==> config.mk <==
export PLATFORM = sky130hd
export DESIGN_NAME = cprb_register_bank
export DESIGN_NICKNAME = d
export VERILOG_FILES = /design/src/rtl/cprb_pkg.sv /design/src/rtl/cprb_pattern_gen.sv /design/src/rtl/cprb_register_bank.sv
export SDC_FILE = /design/constraint.sdc
export NUM_CORES = 1
export LEC_CHECK = 0
export BUFFER_PORTS_ARGS = -buffer_cell sky130_fd_sc_hd__buf_2
export CORE_ASPECT_RATIO = 0.8
export CORE_MARGIN = 8
export CORE_UTILIZATION = 43
export CTS_CLUSTER_DIAMETER = 100
export CTS_CLUSTER_SIZE = 28
export DETAILED_ROUTE_END_ITERATION = 10
export HOLD_SLACK_MARGIN = 0.05
export SETUP_SLACK_MARGIN = 0.15
export SYNTH_ARGS = -nofsm -noshare
export SYNTH_HDL_FRONTEND = slang
export SYNTH_SLANG_ARGS = --single-unit
==> constraint.sdc <==
create_clock -name i_clock -period 2.7 [get_ports i_clock]
set_clock_uncertainty 0.15 [all_clocks]
set_input_delay 0.675 -clock i_clock [delete_from_list [all_inputs] [get_ports i_clock]]
set_output_delay 0.675 -clock i_clock [all_outputs]
set_load 0.005 [all_outputs]
==> src/rtl/cprb_pkg.sv <==
// constants and types for the converter program register bank
package cprb_pkg;
    localparam int unsigned DATA_W = 14;
    // register offsets
    localparam logic [7:0] ADDR_OPERATING_MODES  = 8'h08;
    localparam logic [7:0] ADDR_CLOCK_DIVIDE     = 8'h0B;
    localparam logic [7:0] ADDR_TEST_PATTERN     = 8'h0D;
    localparam logic [7:0] ADDR_SELF_CHECK       = 8'h0E;
    localparam logic [7:0] ADDR_OFFSET_TRIM      = 8'h10;
    localparam logic [7:0] ADDR_SHADOW_UPDATE    = 8'hFF;
    // reset values
    localparam logic [7:0] RST_REG               = 8'h00;
    // writable bit masks, open bits read zero
    localparam logic [7:0] MASK_OPERATING_MODES  = 8'hE3;
    localparam logic [7:0] MASK_CLOCK_DIVIDE     = 8'h07;
    localparam logic [7:0] MASK_TEST_PATTERN     = 8'hFF;
    localparam logic [7:0] MASK_SELF_CHECK       = 8'h05;
    localparam logic [7:0] MASK_OFFSET_TRIM      = 8'hFF;
    localparam logic [7:0] CMD_SHADOW_UPDATE     = 8'h01;
    // field positions
    localparam int unsigned POS_EXT_PIN_EN       = 7;
    localparam int unsigned POS_EXT_FUNC         = 5;
    localparam int unsigned POS_RST_LONG         = 5;
    localparam int unsigned POS_RST_SHORT        = 4;
    localparam int unsigned POS_SELF_INIT        = 2;
    localparam int unsigned POS_SELF_START       = 0;
    // pattern constants, offset binary
    localparam logic [13:0] PAT_MIDSCALE         = 14'h2000;
    localparam logic [13:0] PAT_POS_FULL_SCALE   = 14'h3FFF;
    localparam logic [13:0] PAT_NEG_FULL_SCALE   = 14'h0000;
    localparam logic [13:0] PAT_CHECKER          = 14'h2AAA;
    localparam logic [22:0] LONG_SEED            = 23'h7FFFFF;
    localparam logic [8:0]  SHORT_SEED           = 9'h1FF;

    typedef enum logic [1:0] {
        CPRB_RUN        = 2'h0,
        CPRB_POWER_DOWN = 2'h1,
        CPRB_STANDBY    = 2'h2,
        CPRB_DIG_RESET  = 2'h3
    } cprb_mode_type;

    typedef enum logic [3:0] {
        TP_OFF = 4'h0, TP_MIDSCALE = 4'h1, TP_POS_FS = 4'h2, TP_NEG_FS = 4'h3,
        TP_CHECKER = 4'h4, TP_LONG_PN = 4'h5, TP_SHORT_PN = 4'h6,
        TP_WORD_TOGGLE = 4'h7, TP_USER = 4'h8, TP_BIT_TOGGLE = 4'h9,
        TP_SYNC = 4'hA, TP_ONE_HIGH = 4'hB, TP_MIXED = 4'hC
    } cprb_test_type;
endpackage

==> src/rtl/cprb_pattern_gen.sv <==
// output test pattern generator with long and short pseudorandom sequences
`timescale 1ns/1ps
module cprb_pattern_gen
    import cprb_pkg::*;
(
    input  wire logic        i_clock,
    input  wire logic        i_rst_b,
    input  wire logic        i_adv,
    input  wire logic        i_clear,
    input  wire logic [3:0]  i_mode,
    input  wire logic        i_rst_long,
    input  wire logic        i_rst_short,
    input  wire logic [13:0] i_user_pattern,
    output logic      [13:0] o_pattern
);
    logic [22:0] long_q;
    logic [8:0]  short_q;
    logic [13:0] step_q;
    logic        phase_q;

    // long sequence, x^23 + x^18 + 1
    always_ff @(posedge i_clock or negedge i_rst_b) begin
        if (!i_rst_b) begin
            long_q <= LONG_SEED;
        end else if (i_clear || i_rst_long) begin
            long_q <= LONG_SEED;
        end else if (i_adv) begin
            long_q <= {long_q[21:0], long_q[22] ^ long_q[17]};
        end
    end

    // short sequence, x^9 + x^5 + 1
    always_ff @(posedge i_clock or negedge i_rst_b) begin
        if (!i_rst_b) begin
            short_q <= SHORT_SEED;
        end else if (i_clear || i_rst_short) begin
            short_q <= SHORT_SEED;
        end else if (i_adv) begin
            short_q <= {short_q[7:0], short_q[8] ^ short_q[4]};
        end
    end

    // sample counter and toggle phase
    always_ff @(posedge i_clock or negedge i_rst_b) begin
        if (!i_rst_b) begin
            step_q  <= 14'h0000;
            phase_q <= 1'b0;
        end else if (i_clear) begin
            step_q  <= 14'h0000;
            phase_q <= 1'b0;
        end else if (i_adv) begin
            step_q  <= step_q + 14'h0001;
            phase_q <= ~phase_q;
        end
    end

    // pattern select
    always_comb begin
        unique case (i_mode)
            TP_MIDSCALE:    o_pattern = PAT_MIDSCALE;
            TP_POS_FS:      o_pattern = PAT_POS_FULL_SCALE;
            TP_NEG_FS:      o_pattern = PAT_NEG_FULL_SCALE;
            TP_CHECKER:     o_pattern = phase_q ? ~PAT_CHECKER : PAT_CHECKER;
            TP_LONG_PN:     o_pattern = long_q[13:0];
            TP_SHORT_PN:    o_pattern = {short_q[4:0], short_q};
            TP_WORD_TOGGLE: o_pattern = phase_q ? PAT_POS_FULL_SCALE : PAT_NEG_FULL_SCALE;
            TP_USER:        o_pattern = i_user_pattern;
            TP_BIT_TOGGLE:  o_pattern = {13'h0000, phase_q};
            TP_SYNC:        o_pattern = (step_q[3:0] == 4'h0) ? PAT_POS_FULL_SCALE
                                                              : PAT_NEG_FULL_SCALE;
            TP_ONE_HIGH:    o_pattern = 14'h0001 << step_q[3:0];
            TP_MIXED:       o_pattern = step_q;
            default:        o_pattern = PAT_MIDSCALE;
        endcase
    end
endmodule

==> src/rtl/cprb_register_bank.sv <==
// converter program register bank with shadowed program registers
`timescale 1ns/1ps
module cprb_register_bank
    import cprb_pkg::*;
(
    input  wire logic        i_clock,
    input  wire logic        i_rst_b,
    input  wire logic        i_reg_wr,
    input  wire logic        i_reg_rd,
    input  wire logic [7:0]  i_reg_addr,
    input  wire logic [7:0]  i_reg_wdata,
    input  wire logic        i_mode_pin,
    input  wire logic [13:0] i_sample,
    input  wire logic [13:0] i_user_pattern,
    output logic      [7:0]  o_reg_rdata,
    output logic             o_power_down,
    output logic             o_standby,
    output logic             o_digital_reset,
    output logic             o_output_disable,
    output logic             o_sample_en,
    output logic      [13:0] o_data,
    output logic             o_self_check_start,
    output logic             o_self_check_init
);
    ////////////////////////////////////////////////////////////////////////////
    // registers
    logic [7:0]  modes_sh_q, div_sh_q, test_sh_q, self_sh_q, trim_sh_q;
    logic [7:0]  modes_q, div_q, test_q, self_q, trim_q;
    logic        transfer_q;
    logic [2:0]  div_cnt_q;
    logic [13:0] pattern;
    logic        dig_reset;
    logic [14:0] trimmed;

    // mask of writable bits for an address, zero when unmapped
    function automatic logic [7:0] cprb_mask(input logic [7:0] addr);
        unique case (addr)
            ADDR_OPERATING_MODES: cprb_mask = MASK_OPERATING_MODES;
            ADDR_CLOCK_DIVIDE:    cprb_mask = MASK_CLOCK_DIVIDE;
            ADDR_TEST_PATTERN:    cprb_mask = MASK_TEST_PATTERN;
            ADDR_SELF_CHECK:      cprb_mask = MASK_SELF_CHECK;
            ADDR_OFFSET_TRIM:     cprb_mask = MASK_OFFSET_TRIM;
            ADDR_SHADOW_UPDATE:   cprb_mask = CMD_SHADOW_UPDATE;
            default:              cprb_mask = 8'h00;
        endcase
    endfunction

    ////////////////////////////////////////////////////////////////////////////
    // master copies written by the serial host
    always_ff @(posedge i_clock or negedge i_rst_b) begin
        if (!i_rst_b) begin
            modes_sh_q <= RST_REG;
            div_sh_q   <= RST_REG;
            test_sh_q  <= RST_REG;
            self_sh_q  <= RST_REG;
            trim_sh_q  <= RST_REG;
        end else if (i_reg_wr) begin
            // open bits dropped on write
            unique case (i_reg_addr)
                ADDR_OPERATING_MODES: modes_sh_q <= i_reg_wdata & MASK_OPERATING_MODES;
                ADDR_CLOCK_DIVIDE:    div_sh_q   <= i_reg_wdata & MASK_CLOCK_DIVIDE;
                ADDR_TEST_PATTERN:    test_sh_q  <= i_reg_wdata & MASK_TEST_PATTERN;
                ADDR_SELF_CHECK:      self_sh_q  <= i_reg_wdata & MASK_SELF_CHECK;
                ADDR_OFFSET_TRIM:     trim_sh_q  <= i_reg_wdata & MASK_OFFSET_TRIM;
                default:              ;
            endcase
        end
    end

    // transfer bit, set by 0x01 write, clears itself next cycle
    always_ff @(posedge i_clock or negedge i_rst_b) begin
        if (!i_rst_b) begin
            transfer_q <= 1'b0;
        end else begin
            transfer_q <= i_reg_wr && (i_reg_addr == ADDR_SHADOW_UPDATE)
                          && i_reg_wdata[0];
        end
    end

    // active copies loaded all at once on transfer
    always_ff @(posedge i_clock or negedge i_rst_b) begin
        if (!i_rst_b) begin
            modes_q <= RST_REG;
            div_q   <= RST_REG;
            test_q  <= RST_REG;
            self_q  <= RST_REG;
            trim_q  <= RST_REG;
        end else if (transfer_q) begin
            modes_q <= modes_sh_q;
            div_q   <= div_sh_q;
            test_q  <= test_sh_q;
            self_q  <= self_sh_q;
            trim_q  <= trim_sh_q;
        end
    end

    // registered read port, unmapped reads zero
    always_ff @(posedge i_clock or negedge i_rst_b) begin
        if (!i_rst_b) begin
            o_reg_rdata <= 8'h00;
        end else if (i_reg_rd) begin
            unique case (i_reg_addr)
                ADDR_OPERATING_MODES: o_reg_rdata <= modes_sh_q;
                ADDR_CLOCK_DIVIDE:    o_reg_rdata <= div_sh_q;
                ADDR_TEST_PATTERN:    o_reg_rdata <= test_sh_q;
                ADDR_SELF_CHECK:      o_reg_rdata <= self_sh_q;
                ADDR_OFFSET_TRIM:     o_reg_rdata <= trim_sh_q;
                ADDR_SHADOW_UPDATE:   o_reg_rdata <= {7'h00, transfer_q};
                default:              o_reg_rdata <= 8'h00;
            endcase
        end
    end

    ////////////////////////////////////////////////////////////////////////////
    // chip state from mode field and external pin
    assign dig_reset = (modes_q[1:0] == CPRB_DIG_RESET);

    always_ff @(posedge i_clock or negedge i_rst_b) begin
        if (!i_rst_b) begin
            o_power_down     <= 1'b0;
            o_standby        <= 1'b0;
            o_digital_reset  <= 1'b0;
            o_output_disable <= 1'b0;
        end else if (modes_q[POS_EXT_PIN_EN] && i_mode_pin) begin
            // pin forces the neighbouring field's state
            o_power_down     <= modes_q[6:5] == 2'h0;
            o_standby        <= modes_q[6:5] == 2'h1;
            o_digital_reset  <= 1'b0;
            o_output_disable <= modes_q[6:5] == 2'h2;
        end else begin
            o_power_down     <= modes_q[1:0] == CPRB_POWER_DOWN;
            o_standby        <= modes_q[1:0] == CPRB_STANDBY;
            o_digital_reset  <= dig_reset;
            o_output_disable <= 1'b0;
        end
    end

    // input clock divider, one pulse every field+1 cycles
    always_ff @(posedge i_clock or negedge i_rst_b) begin
        if (!i_rst_b) begin
            div_cnt_q   <= 3'h0;
            o_sample_en <= 1'b0;
        end else if (dig_reset) begin
            div_cnt_q   <= 3'h0;
            o_sample_en <= 1'b0;
        end else if (div_cnt_q >= div_q[2:0]) begin
            div_cnt_q   <= 3'h0;
            o_sample_en <= 1'b1;
        end else begin
            div_cnt_q   <= div_cnt_q + 3'h1;
            o_sample_en <= 1'b0;
        end
    end

    ////////////////////////////////////////////////////////////////////////////
    // test patterns
    cprb_pattern_gen u_pattern (
        .i_clock        (i_clock),
        .i_rst_b        (i_rst_b),
        .i_adv          (o_sample_en),
        .i_clear        (dig_reset),
        .i_mode         (test_q[3:0]),
        .i_rst_long     (test_q[POS_RST_LONG]),
        .i_rst_short    (test_q[POS_RST_SHORT]),
        .i_user_pattern (i_user_pattern),
        .o_pattern      (pattern)
    );

    // offset trim, sign-extended and saturated
    assign trimmed = {1'b0, i_sample} + {{7{trim_q[7]}}, trim_q};

    // output data, test pattern replaces samples
    always_ff @(posedge i_clock or negedge i_rst_b) begin
        if (!i_rst_b) begin
            o_data <= 14'h0000;
        end else if (dig_reset) begin
            o_data <= 14'h0000;
        end else if (o_sample_en) begin
            if (test_q[3:0] != TP_OFF) begin
                o_data <= pattern;
            end else if (trim_q[7] && trimmed[14]) begin
                o_data <= PAT_NEG_FULL_SCALE;
            end else if (!trim_q[7] && trimmed[14]) begin
                o_data <= PAT_POS_FULL_SCALE;
            end else begin
                o_data <= trimmed[13:0];
            end
        end
    end

    // self-check pulses on transfer
    always_ff @(posedge i_clock or negedge i_rst_b) begin
        if (!i_rst_b) begin
            o_self_check_start <= 1'b0;
            o_self_check_init  <= 1'b0;
        end else begin
            o_self_check_start <= transfer_q && self_sh_q[POS_SELF_START];
            o_self_check_init  <= transfer_q && self_sh_q[POS_SELF_INIT];
        end
    end
endmodule

=== After elaboration in Yosys (flattened, before gate mapping) ===
Index checks and enable logic that the tools add are counted.
Widths: inputs -> output; s select.

* Add/sub/neg operators: 3
* Multiply operators: 0
* Div/mod/pow operators: 0
* $lt $le $gt $ge: 1
* Eq/ne operators: 22
* Shift-type cells: 1
* Mux-type cells: 26
* Bitwise operators: 3
* Reduce and logical (&&, ||, !) cells: 21

{| class="wikitable"
|+ Operators by type and width
! kind !! count
|-
| $pmux 14 s11 || 1
|-
| $mux 14 || 10
|-
| $pmux 8 s6 || 1
|-
| $mux 23 || 2
|-
| $eq 8x4->1 const B || 4
|-
| $eq 4x4->1 const B || 5
|-
| $mux 9 || 2
|-
| $eq 4x3->1 const B || 4
|-
| $add 14x15->15 || 1
|-
| $add 14x1->14 const B || 1
|-
| $shl 1x4->14 const A || 1
|-
| $reduce_and 2->1 || 5
|-
| $eq 4x2->1 const B || 2
|-
| $eq 8x5->1 const B || 1
|-
| $eq 8x8->1 const B || 1
|-
| $mux 1 || 8
|-
| $logic_and 1x1->1 || 7
|-
| $eq 2x2->1 const B || 3
|-
| $mux 3 || 2
|-
| $reduce_bool 2->1 || 3
|-
| $eq 2x1->1 const B || 2
|-
| $logic_not 4->1 || 1
|-
| $reduce_bool 4->1 || 1
|-
| $add 3x1->3 const B || 1
|-
| 6 further kinds || 8
|}

* Register bits after elaboration: 128
* Latch bits: 0
* Memory bits (writable): 0
* Bits in read-only memories: 0
* Input port bits: 49
* Output and inout port bits: 29
* Word-level logic and storage cells: 101
* Memories kept: 0

=== Depth between registers and ports, before layout ===
Gate-level depths: netlist (run 1).

* Depth after elaboration: 7
* Gate-level depth with buffers: 10

=== Modules after synthesis ===
Synthesis (run 1) repeated with hierarchy kept, for this count alone.

* Cell total of the unflattened synthesis: 660
* Area total of the unflattened synthesis: 6994.2 µm²

{| class="wikitable"
|+ Modules (own cells, without submodules)
! module !! instances !! cells an instance !! area each (µm²) !! seq. area each (µm²)
|-
| cprb_register_bank || 1 || 381 || 4141.5 || 2026.9
|-
| cprb_pattern_gen || 1 || 279 || 2852.7 || 1216.2
|}

=== Least setup slack after synthesis (run 1) ===
OpenSTA, ideal clock, no wires.

* Kind: in2reg
* From: input i_sample[11]
* To: register o_data[12]
* Library setup time: 122 ps
* Arrival: 2553 ps
* Slack: -125 ps
* Cell stages on the path: 8
* Cells stage by stage: ha_1 -> buf_6 -> a21oi_4 -> o211ai_1 -> a221o_1 -> or3_4 -> a211o_1 -> a32o_1

* Longest elaborated chain between the ends: 7
* Elaborated cells between the ends (all ways): 8

{| class="wikitable"
|+ Ends and longest elaborated chain
! item !! RTL line !! text
|-
| start, declared || cprb_register_bank.sv:13 || <nowiki>input wire logic [13:0] i_sample,</nowiki>
|-
| $add 14x15->15 * || cprb_register_bank.sv:170 || <nowiki>assign trimmed = {1'b0, i_sample} + {{7{trim_q[7]}}, trim_q};</nowiki>
|-
| $logic_and 1x1->1 || cprb_register_bank.sv:183 || <nowiki>end else if (!trim_q[7] && trimmed[14]) begin</nowiki>
|-
| $mux 14 || cprb_register_bank.sv:183 ||
|-
| $mux 14 * || cprb_register_bank.sv:181 || <nowiki>end else if (trim_q[7] && trimmed[14]) begin</nowiki>
|-
| $mux 14 * || cprb_register_bank.sv:179 || <nowiki>if (test_q[3:0] != TP_OFF) begin</nowiki>
|-
| $mux 14 * || cprb_register_bank.sv:178 || <nowiki>end else if (o_sample_en) begin</nowiki>
|-
| $mux 14 * || cprb_register_bank.sv:176 || <nowiki>end else if (dig_reset) begin</nowiki>
|-
| end signal, assigned || cprb_register_bank.sv:180 || <nowiki>o_data <= pattern;</nowiki>
|-
| end signal, assigned || cprb_register_bank.sv:186 || <nowiki>o_data <= trimmed[13:0];</nowiki>
|-
| end, declared || cprb_register_bank.sv:21 || <nowiki>output logic [13:0] o_data,</nowiki>
|}

Mark *: on every way between the ends. The rest lies on a longest branch, timed or not. The select of a mux whose other input is x is not followed.
A chain may end at the register's enable or synchronous reset.

=== Worst setup path in the final report (run 1) ===
* From: register trim_q[7]
* To: register o_data[12]

* Longest elaborated chain between the ends: 7
* Elaborated cells between the ends (all ways): 9

{| class="wikitable"
|+ Ends and longest elaborated chain
! item !! RTL line !! text
|-
| start, declared || cprb_register_bank.sv:28 || <nowiki>logic [7:0] modes_q, div_q, test_q, self_q, trim_q;</nowiki>
|-
| start signal, assigned || cprb_register_bank.sv:93 || <nowiki>trim_q <= trim_sh_q;</nowiki>
|-
| $add 14x15->15 or $logic_not 1->1 (tied branches) || cprb_register_bank.sv:170, cprb_register_bank.sv:183 ||
|-
| $logic_and 1x1->1 || cprb_register_bank.sv:183 ||
|-
| $mux 14 || cprb_register_bank.sv:183 ||
|-
| $mux 14 * || cprb_register_bank.sv:181 ||
|-
| $mux 14 * || cprb_register_bank.sv:179 ||
|-
| $mux 14 * || cprb_register_bank.sv:178 ||
|-
| $mux 14 * || cprb_register_bank.sv:176 ||
|}

Marks and branches as above.

==> results.toml, run 1 <==
[placement]
portBuffers = 77
dpl_cell_area_sq_um = 7960
preCtsSetupSlack_ps = -328
post-dp-hpwl_um = 14200
gp_congestion = 0.850

[cells_and_area]
syn_to_final_growth_pct = 26.7
diodes = 0
fin_nets = 872
final_util = 0.556
drive_gt1_frac = 0.360
fin_area_sq_um = 8790

[worst_setup_path]
crit_path_end_kind = "flop"
crit_required_ps = 2850
crit_fanout = 7
start_kind = "flop"
cp_data_arrival_time_ps = 2820
max_stage_delay_ps = 510
slowest_stage = "dfrtp_2"
crit_chain = "buf_6, ha_4, o21ai_2, a21oi_2, a221o_1, or3_4, a211o_1, a32o_1"
crit_type = "flop to flop"

[synthesis]
syn_nets = 744
yosysTopAreaCell = "dfrtp_1"
synth_compound_area_frac = 0.154
synth_sequential_area_ratio = 0.468
muxShareOfSynthArea = 0.118
synthSimpleGateAreaFrac = 0.152
avgSynthCellArea_sq_um = 10.3
synth.cell_area_sq_um = 6930
synth_edf_count = 0
yosysMostFrequentCell = "dfrtp_1"
synth_xor_area_frac = 0.0291
synth_top_family_by_area = "compound AO/OA/AOI/OAI gates"
synth_warnings = 0
async_flop_share = 1.00
synth_area_leaders = "dfrtp_1, dfstp_2, mux2_2"
ys.flop_type = "dfrtp_1"
ys_seq_elements = 128
synth_top_cells_by_count = "dfrtp_1, nand2_1, mux2_2, nor2_1"
synth_adder_area_share = 0.0462
synthCells = 670
synth_top_area_frac = 0.346
yosysUniqueCellTypes = 66

[sta]
setup_viol = 0
tightest_slew_ps = 677
fmax_ghz = 0.374
finalMaxSlewViolations = 0
relSlewSlack = 0.546
period_needed_ps = 2670
hold_viol = 0
holdWs_ps = 121
period_share = 0.990
grt_setup_unrepaired = "yes"
setup_ws_ps = 27.0

[detailed_routing]
drt_iter0_drc = 495
drcViolationCount = 0
postRouteAntennaNets = 0
wl_per_cell_um = 18.6
detail_route.vias_per_cell = 5.66
routed_wl_um = 19100
vias = 5808
dr.pass1.iters = 6

[clock_tree]
cts_buffers = 17
clk_latency_ps = 420
hold_buffers = 0
clk_path_buf_depth = 2
cts_tree = "yes"
htreeDepth = 4
clkSinkCount = 128
clk_pin_slew_ps = 60
cts_root_buf = "clkbuf_16"

[power]
cellPowerDensity_nw_per_um2 = 595
irDropWorstVdd_uv = 393
power.leakage_nw = 4.28

[grt]
antenna_found_initial = 0
grt_pass1_wl_um = 30900
globalRouteTotalUtil = 0.193
grt_overflow_total = 0
grt_max_degree = 83
first_global_vias = 5733

[die]
die_width_um = 158
fp-row-count = 41
die-height_um = 130
core_area_sq_um = 15800
start_util = 0.439
io_pins = 78
dieArea_sq_um = 20500

[job]
maxCapViolations = 0

[run_status]
status = "finished clean"

[worst_hold_path]
hp-class = "input pin to async pin"
-- flip-flops by register name, summed over array words and instances, names as in the netlist, 2 cells and up --
| signal | count |
|---|---|
| u_pattern.long_q | 23 |
| o_data | 14 |
| u_pattern.step_q | 14 |
| u_pattern.short_q | 9 |
| o_reg_rdata | 8 |
| test_sh_q | 8 |
| trim_q | 8 |
| trim_sh_q | 8 |
| test_q | 6 |
| modes_q | 5 |
| modes_sh_q | 5 |
| div_cnt_q | 3 |
| div_q | 3 |
| div_sh_q | 3 |
| self_sh_q | 2 |
-- metrics by stage --
step                setup TNS (ps)  std cells  power, mW
floorplan                    -57.4        670       2.55
finish                           0       1026       5.23
detailed placement           -2720        985       2.85
CTS                              0       1020       5.25
global placement             -2290        985       2.83
global route                  -167       1026       5.43
-- area by class of cell --
cell class	count	area, sq um
clock inverters	15	195
inverters	20	75.1
clock buffers	17	425
repair buffers	146	937
multi-input cells	485	3640
flip-flops and latches	128	3250
fillers	1422	7010
well taps	215	269
-- where the power goes --
| group | internal [mW] | leakage [nW] | total [mW] | switching (mW) |
|---|---|---|---|---|
| sequential | 2.10 | 1.62 | 2.25 | 0.151 |
| clock | 1.41 | 0.300 | 2.39 | 0.977 |
| combinational | 0.254 | 2.37 | 0.586 | 0.332 |
-- metal layers --
layer,GRT usage,wire [um]
met5,0,0
met1,0.268,8850
met4,0.0614,289
met3,0.0476,1290
met2,0.292,8680
-- path summary, 6_finish.rpt --
check | startpoint | endpoint | slack [ps] | cells past startpoint
max | trim_q[7]$_DFFE_PN0P_ | o_data[12]$_DFFE_PN0P_ | 30 | 8
min | i_rst_b | o_output_disable$_DFF_PN0_ | 120 | 2
max reg2reg | trim_q[7]$_DFFE_PN0P_ | o_data[12]$_DFFE_PN0P_ | 30 | 8
min reg2reg | div_cnt_q[0]$_DFF_PN0_ | div_cnt_q[0]$_DFF_PN0_ | 310 | 1
max in group asynchronous | i_rst_b | o_sample_en$_DFF_PN0_ | 1750 | 2
min in group i_clock | div_cnt_q[0]$_DFF_PN0_ | div_cnt_q[0]$_DFF_PN0_ | 310 | 1
-- what timing repair did --
item	in CTS	in global routing
pin swaps	1	10
setup buffers	3	6
resized for setup	6	25
endpoints found under the setup margin	13	14
-- placed cells by master (no fill, tap or decap), types with 21 or more instances in the layout --
cell type / instances
nand2_1: 85
dfrtp_1: 94
mux2i_1: 32
dfstp_2: 32
a21oi_1: 21
nor2_1: 38
nand3_1: 21
buf_2: 76
buf_4: 64
mux2_2: 44
-- worst max-delay path, delay by kind of cell, from the launching register on --
kind | cells | cell delay (ps)
flops | 1 | 510
simple gates | 1 | 410
compound gates | 5 | 1110
buf+inv | 1 | 160
fa+ha+maj | 1 | 220
-- cell families after synthesis --
group | count (synthesis)
DFF | 128
buffers and inverters | 57
AOI/OAI and AO/OA | 145
adders and majority gates | 25
and+or+nand+nor | 216
muxes | 76
xor gates and xnor gates | 23
Note: power is estimated with default switching activity, not from simulation.
==> run 2: changes to the inputs <==
- CTS_BUF_LIST: unset -> sky130_fd_sc_hd__clkbuf_4 sky130_fd_sc_hd__clkbuf_8
==> results.toml, run 2 (synthesis gave the netlist of run 1 again) <==
[run_status]
status = "finished clean"

[sta]
period_share = 0.986
finalMaxSlewViolations = 0
setup_ws_ps = 38.6
hold_viol = 0
setup_viol = 0
grt_setup_unrepaired = "yes"
relSlewSlack = 0.563
period_needed_ps = 2660
fmax_ghz = 0.376
tightest_slew_ps = 652

[die]
fp-row-count = 41
core_area_sq_um = 15800
start_util = 0.439
io_pins = 78
die_width_um = 158
die-height_um = 130
dieArea_sq_um = 20500

[detailed_routing]
vias = 5768
drt_iter0_drc = 464
wl_per_cell_um = 18.5
routed_wl_um = 18900
drcViolationCount = 0
detail_route.vias_per_cell = 5.62
postRouteAntennaNets = 0
dr.pass1.iters = 7

[worst_setup_path]
crit_fanout = 7
crit_type = "flop to flop"
crit_required_ps = 2880
reg2reg_to = "o_data[12]$_DFFE_PN0P_"
max_stage_delay_ps = 520
regToRegSetupSlack_ps = 40
cp_data_arrival_time_ps = 2840
crit_path_end_kind = "flop"
slowest_stage = "dfrtp_2"
crit_chain = "buf_4, ha_4, a21oi_4, o211ai_1, a221o_1, or3_4, a211o_1, a32o_1"
start_kind = "flop"
r2r-start = "trim_q[7]$_DFFE_PN0P_"
r2r_cells = 8

[worst_hold_path]
hp-class = "input pin to async pin"

[grt]
first_global_vias = 5718
globalRouteTotalUtil = 0.192
antenna_found_initial = 0
grt_max_degree = 83
grt_overflow_total = 0
grt_pass1_wl_um = 30700

[clock_tree]
clk_path_buf_depth = 2
cts_root_buf = "clkbuf_8"
clk_latency_ps = 450
cts_tree = "yes"
clkSinkCount = 128
hold_buffers = 0
cts_buffers = 17
clk_pin_slew_ps = 90
htreeDepth = 4

[cells_and_area]
final_util = 0.543
diodes = 0
fin_nets = 872
syn_to_final_growth_pct = 23.8
final_cells = 1026
regMostFlops = "u_pattern.long_q"
final_common_cell = "dfrtp_1"
final_cell_mix = "dfrtp_1, nand2_1, buf_2"
largestRegisters = "u_pattern.long_q (23), o_data (14), u_pattern.step_q (14)"
drive_gt1_frac = 0.359
fin_area_sq_um = 8580
largest_reg_flops = 23

[placement]
preCtsSetupSlack_ps = -328
post-dp-hpwl_um = 14200
dpl_cell_area_sq_um = 7960
gp_congestion = 0.850
portBuffers = 77
placedCellCount = 985

[power]
power.leakage_nw = 4.19
power_mw = 4.59
irDropWorstVdd_uv = 540
cellPowerDensity_nw_per_um2 = 535

[job]
maxCapViolations = 0
[run 2: cell count changes in the layout (fill, tap and decap cells not counted)]
cell | before | now
a22oi_2 | 2 | 1
clkbuf_16 | 17 | 0
a22oi_1 | 14 | 15
clkbuf_8 | 0 | 17
buf_6 | 5 | 3
buf_4 | 64 | 66
[run 2: worst max-delay path by stage]
stage	from	endpoint	slack [ps]	depth (start not counted)
6_report	trim_q[7]$_DFFE_PN0P_	o_data[12]$_DFFE_PN0P_	40	8
5_1_grt	trim_q[7]$_DFFE_PN0P_	o_data[12]$_DFFE_PN0P_	-40	8
4_1_cts	trim_q[7]$_DFFE_PN0P_	o_data[12]$_DFFE_PN0P_	20	7
3_5_place_dp	i_sample[0]	o_data[3]$_DFFE_PN0P_	-330	11
3_3_place_gp	i_sample[0]	o_data[3]$_DFFE_PN0P_	-320	11
2_1_floorplan	i_sample[11]	o_data[12]$_DFFE_PN0P_	-50	8
[run 2: timing repair]
action                                  4_1_cts  5_1_grt
pin swaps                                     1        9
resized for setup                             6       22
endpoints found under the setup margin       13       14
setup buffers                                 3        6
[run 2: per-stage QoR]
stage	setup TNS, ps	hold WS (ps)
6_report	0	98.9
5_1_grt	-173	108
4_1_cts	0	108
3_5_place_dp	-2720	301
3_3_place_gp	-2290	298
2_1_floorplan	-57.4	229
[run 2: routing by layer]
layer,GRT usage,wire [um],vias up
met4,0.0493,255,0
li1,-,-,2730
met1,0.265,8630,2828
met5,0,0,-
met2,0.292,8610,192
met3,0.0539,1430,18
[run 2: critical path, delay by kind of cell (launching register included)]
family	cells	cell delay, ps
compound gates	5	1140
flops	1	520
simple gates	1	400
buf+inv	1	180
fa+ha+maj	1	160
[run 2: power by group]
group          internal [mW]  switching [mW]  total (mW)
Clock                  0.868           0.887        1.76
Sequential              2.10           0.151        2.25
Combinational          0.254           0.330       0.584
Total                   3.22            1.37        4.59
[run 2: layout make-up]
cell class	instances	area [sq um]
Clock buffer	17	234
Clock inverter	15	195
Fill cell	1444	7220
Inverter	20	75.1
Multi-Input combinational cell	485	3630
Sequential cell	128	3250
Tap cell	215	269
Timing Repair Buffer	146	930
==> run 3: changes to the inputs <==
- CAP_MARGIN: unset -> 10
- GPL_TIMING_DRIVEN: unset -> 0
==> results.toml, run 3 (synthesis gave the netlist of run 1 again) <==
[grt]
grt_overflow_total = 0
antenna_found_initial = 0
globalRouteTotalUtil = 0.192
first_global_vias = 5765
grt_max_degree = 104
grt_pass1_wl_um = 30400

[worst_setup_path]
slowest_stage = "dfrtp_4"
cp_data_arrival_time_ps = 2960
crit_fanout = 5
max_stage_delay_ps = 500
crit_path_end_kind = "flop"
crit_chain = "buf_12, ha_4, buf_6, buf_6, o21ai_4, a21oi_2, a221o_1, or3_4, buf_6, a221oi_2, o21ai_1"
crit_type = "flop to flop"
critPathMostFrequentCell = "buf_6"
start_kind = "flop"
crit_required_ps = 2870

[cells_and_area]
final_cell_mix = "dfrtp_1, nand2_1, buf_2"
drive_gt1_frac = 0.313
largest_reg_flops = 23
diodes = 0
final_cells = 1014
fin_nets = 860
largestRegisters = "u_pattern.long_q (23), o_data (14), u_pattern.step_q (14)"
regMostFlops = "u_pattern.long_q"
final_common_cell = "dfrtp_1"
final_util = 0.536
syn_to_final_growth_pct = 22.2

[clock_tree]
htreeDepth = 4
clk_path_buf_depth = 2
clk_latency_ps = 450
clk_pin_slew_ps = 80
clkSinkCount = 128
cts_root_buf = "clkbuf_8"
cts_tree = "yes"
cts_buffers = 17

[sta]
grt_setup_unrepaired = "yes"
period_needed_ps = 2790
setup_viol = 10
relSlewSlack = 0.543
tightest_slew_ps = 686
period_share = 1.03
fmax_ghz = 0.358
hold_viol = 0
setup_ws_ps = -90.2
finalMaxSlewViolations = 0

[detailed_routing]
drcViolationCount = 0
wl_per_cell_um = 18.9
dr.pass1.iters = 5
postRouteAntennaNets = 0
detail_route.vias_per_cell = 5.72
vias = 5805
drt_iter0_drc = 463
routed_wl_um = 19200

[run_status]
violations = "negative setup slack"
status = "complete, but fails checks"

[die]
die_width_um = 158
dieArea_sq_um = 20500
core_area_sq_um = 15800
io_pins = 78
die-height_um = 130
start_util = 0.439
fp-row-count = 41

[power]
combPwrFrac = 0.115
seqPwrFrac = 0.487
cellPowerDensity_nw_per_um2 = 547
p_clk_frac = 0.398
power.leakage_nw = 4.07
netSwitchingPower_mw = 1.26
switching_share = 0.273
irDropWorstVdd_uv = 362
intPower_mw = 3.37

[worst_hold_path]
hp-class = "input pin to flop"

[placement]
placedCellCount = 961
portBuffers = 75
gp_congestion = 0.857
post-dp-hpwl_um = 13900

[job]
maxCapViolations = 0
-- run 3: timing repair --
item	in CTS	in global routing
gates cloned	0	1
pin swaps	13	15
resized for setup	25	20
endpoints found under the hold margin	4	0
endpoints found under the setup margin	14	17
hold buffers	1	0
setup buffers	16	3
-- run 3: area by class of cell --
class	instances	area (sq um)
Buffer	37	179
Timing Repair Buffer	97	614
Sequential cell	128	3250
Clock inverter	13	185
Tap cell	215	269
Clock buffer	19	255
Multi-Input combinational cell	485	3650
Inverter	20	75.1
Fill cell	1462	7330
-- run 3: worst paths after layout --
check / startpoint / endpoint / slack [ps] / cells after the start
min in group asynchronous: i_rst_b / u_pattern.step_q[0]$_DFFE_PN0P_ / 510 / 2
hold reg to reg: o_data[0]$_DFFE_PN0P_ / o_data[0]$_DFFE_PN0P_ / 320 / 2
hold / removal: i_mode_pin / o_digital_reset$_DFF_PN0_ / 260 / 2
setup / recovery: trim_q[7]$_DFFE_PN0P_ / o_data[9]$_DFFE_PN0P_ / -90 / 11
setup reg to reg: trim_q[7]$_DFFE_PN0P_ / o_data[9]$_DFFE_PN0P_ / -90 / 11
max in group asynchronous: i_rst_b / trim_q[7]$_DFFE_PN0P_ / 1080 / 3
-- run 3: per-stage QoR --
stage               setup TNS, ps  hold slack, ps  total power [mW]  worst slack, ps  instance area [sq um]
finish                       -408             262              4.63            -90.2                   8470
global route                -1220             242              4.85             -144                   8470
CTS                          -207             241              4.66            -75.0                   8330
detailed placement          -4820             306              2.79             -388                   7680
global placement           -87120             299              2.78            -1060                   7650
floorplan                   -57.4             229              2.55            -53.4                   7000
-- run 3: power by group through the flow --
stage               combinational, mW  clock, mW  sequential, mW
CTS                             0.525       1.88            2.25
global placement                0.494          0            2.28
global route                    0.599       1.98            2.27
floorplan                       0.318          0            2.24
detailed placement              0.507          0            2.29
finish                          0.532       1.85            2.26
-- run 3: routing by layer --
metal  track usage  wire (um)
met5             0          0
met3        0.0512       1240
met1         0.263       8950
met4        0.0570        291
met2         0.291       8690
-- run 3: critical path, delay by kind of cell (launching register included) --
| kind | cells | cell delay [ps] |
|---|---|---|
| flip-flops | 1 | 500 |
| buffers and inverters | 4 | 510 |
| adder cells (fa/ha/maj) | 1 | 210 |
| AO/OA/AOI/OAI | 5 | 880 |
| AND/OR/NAND/NOR | 1 | 420 |
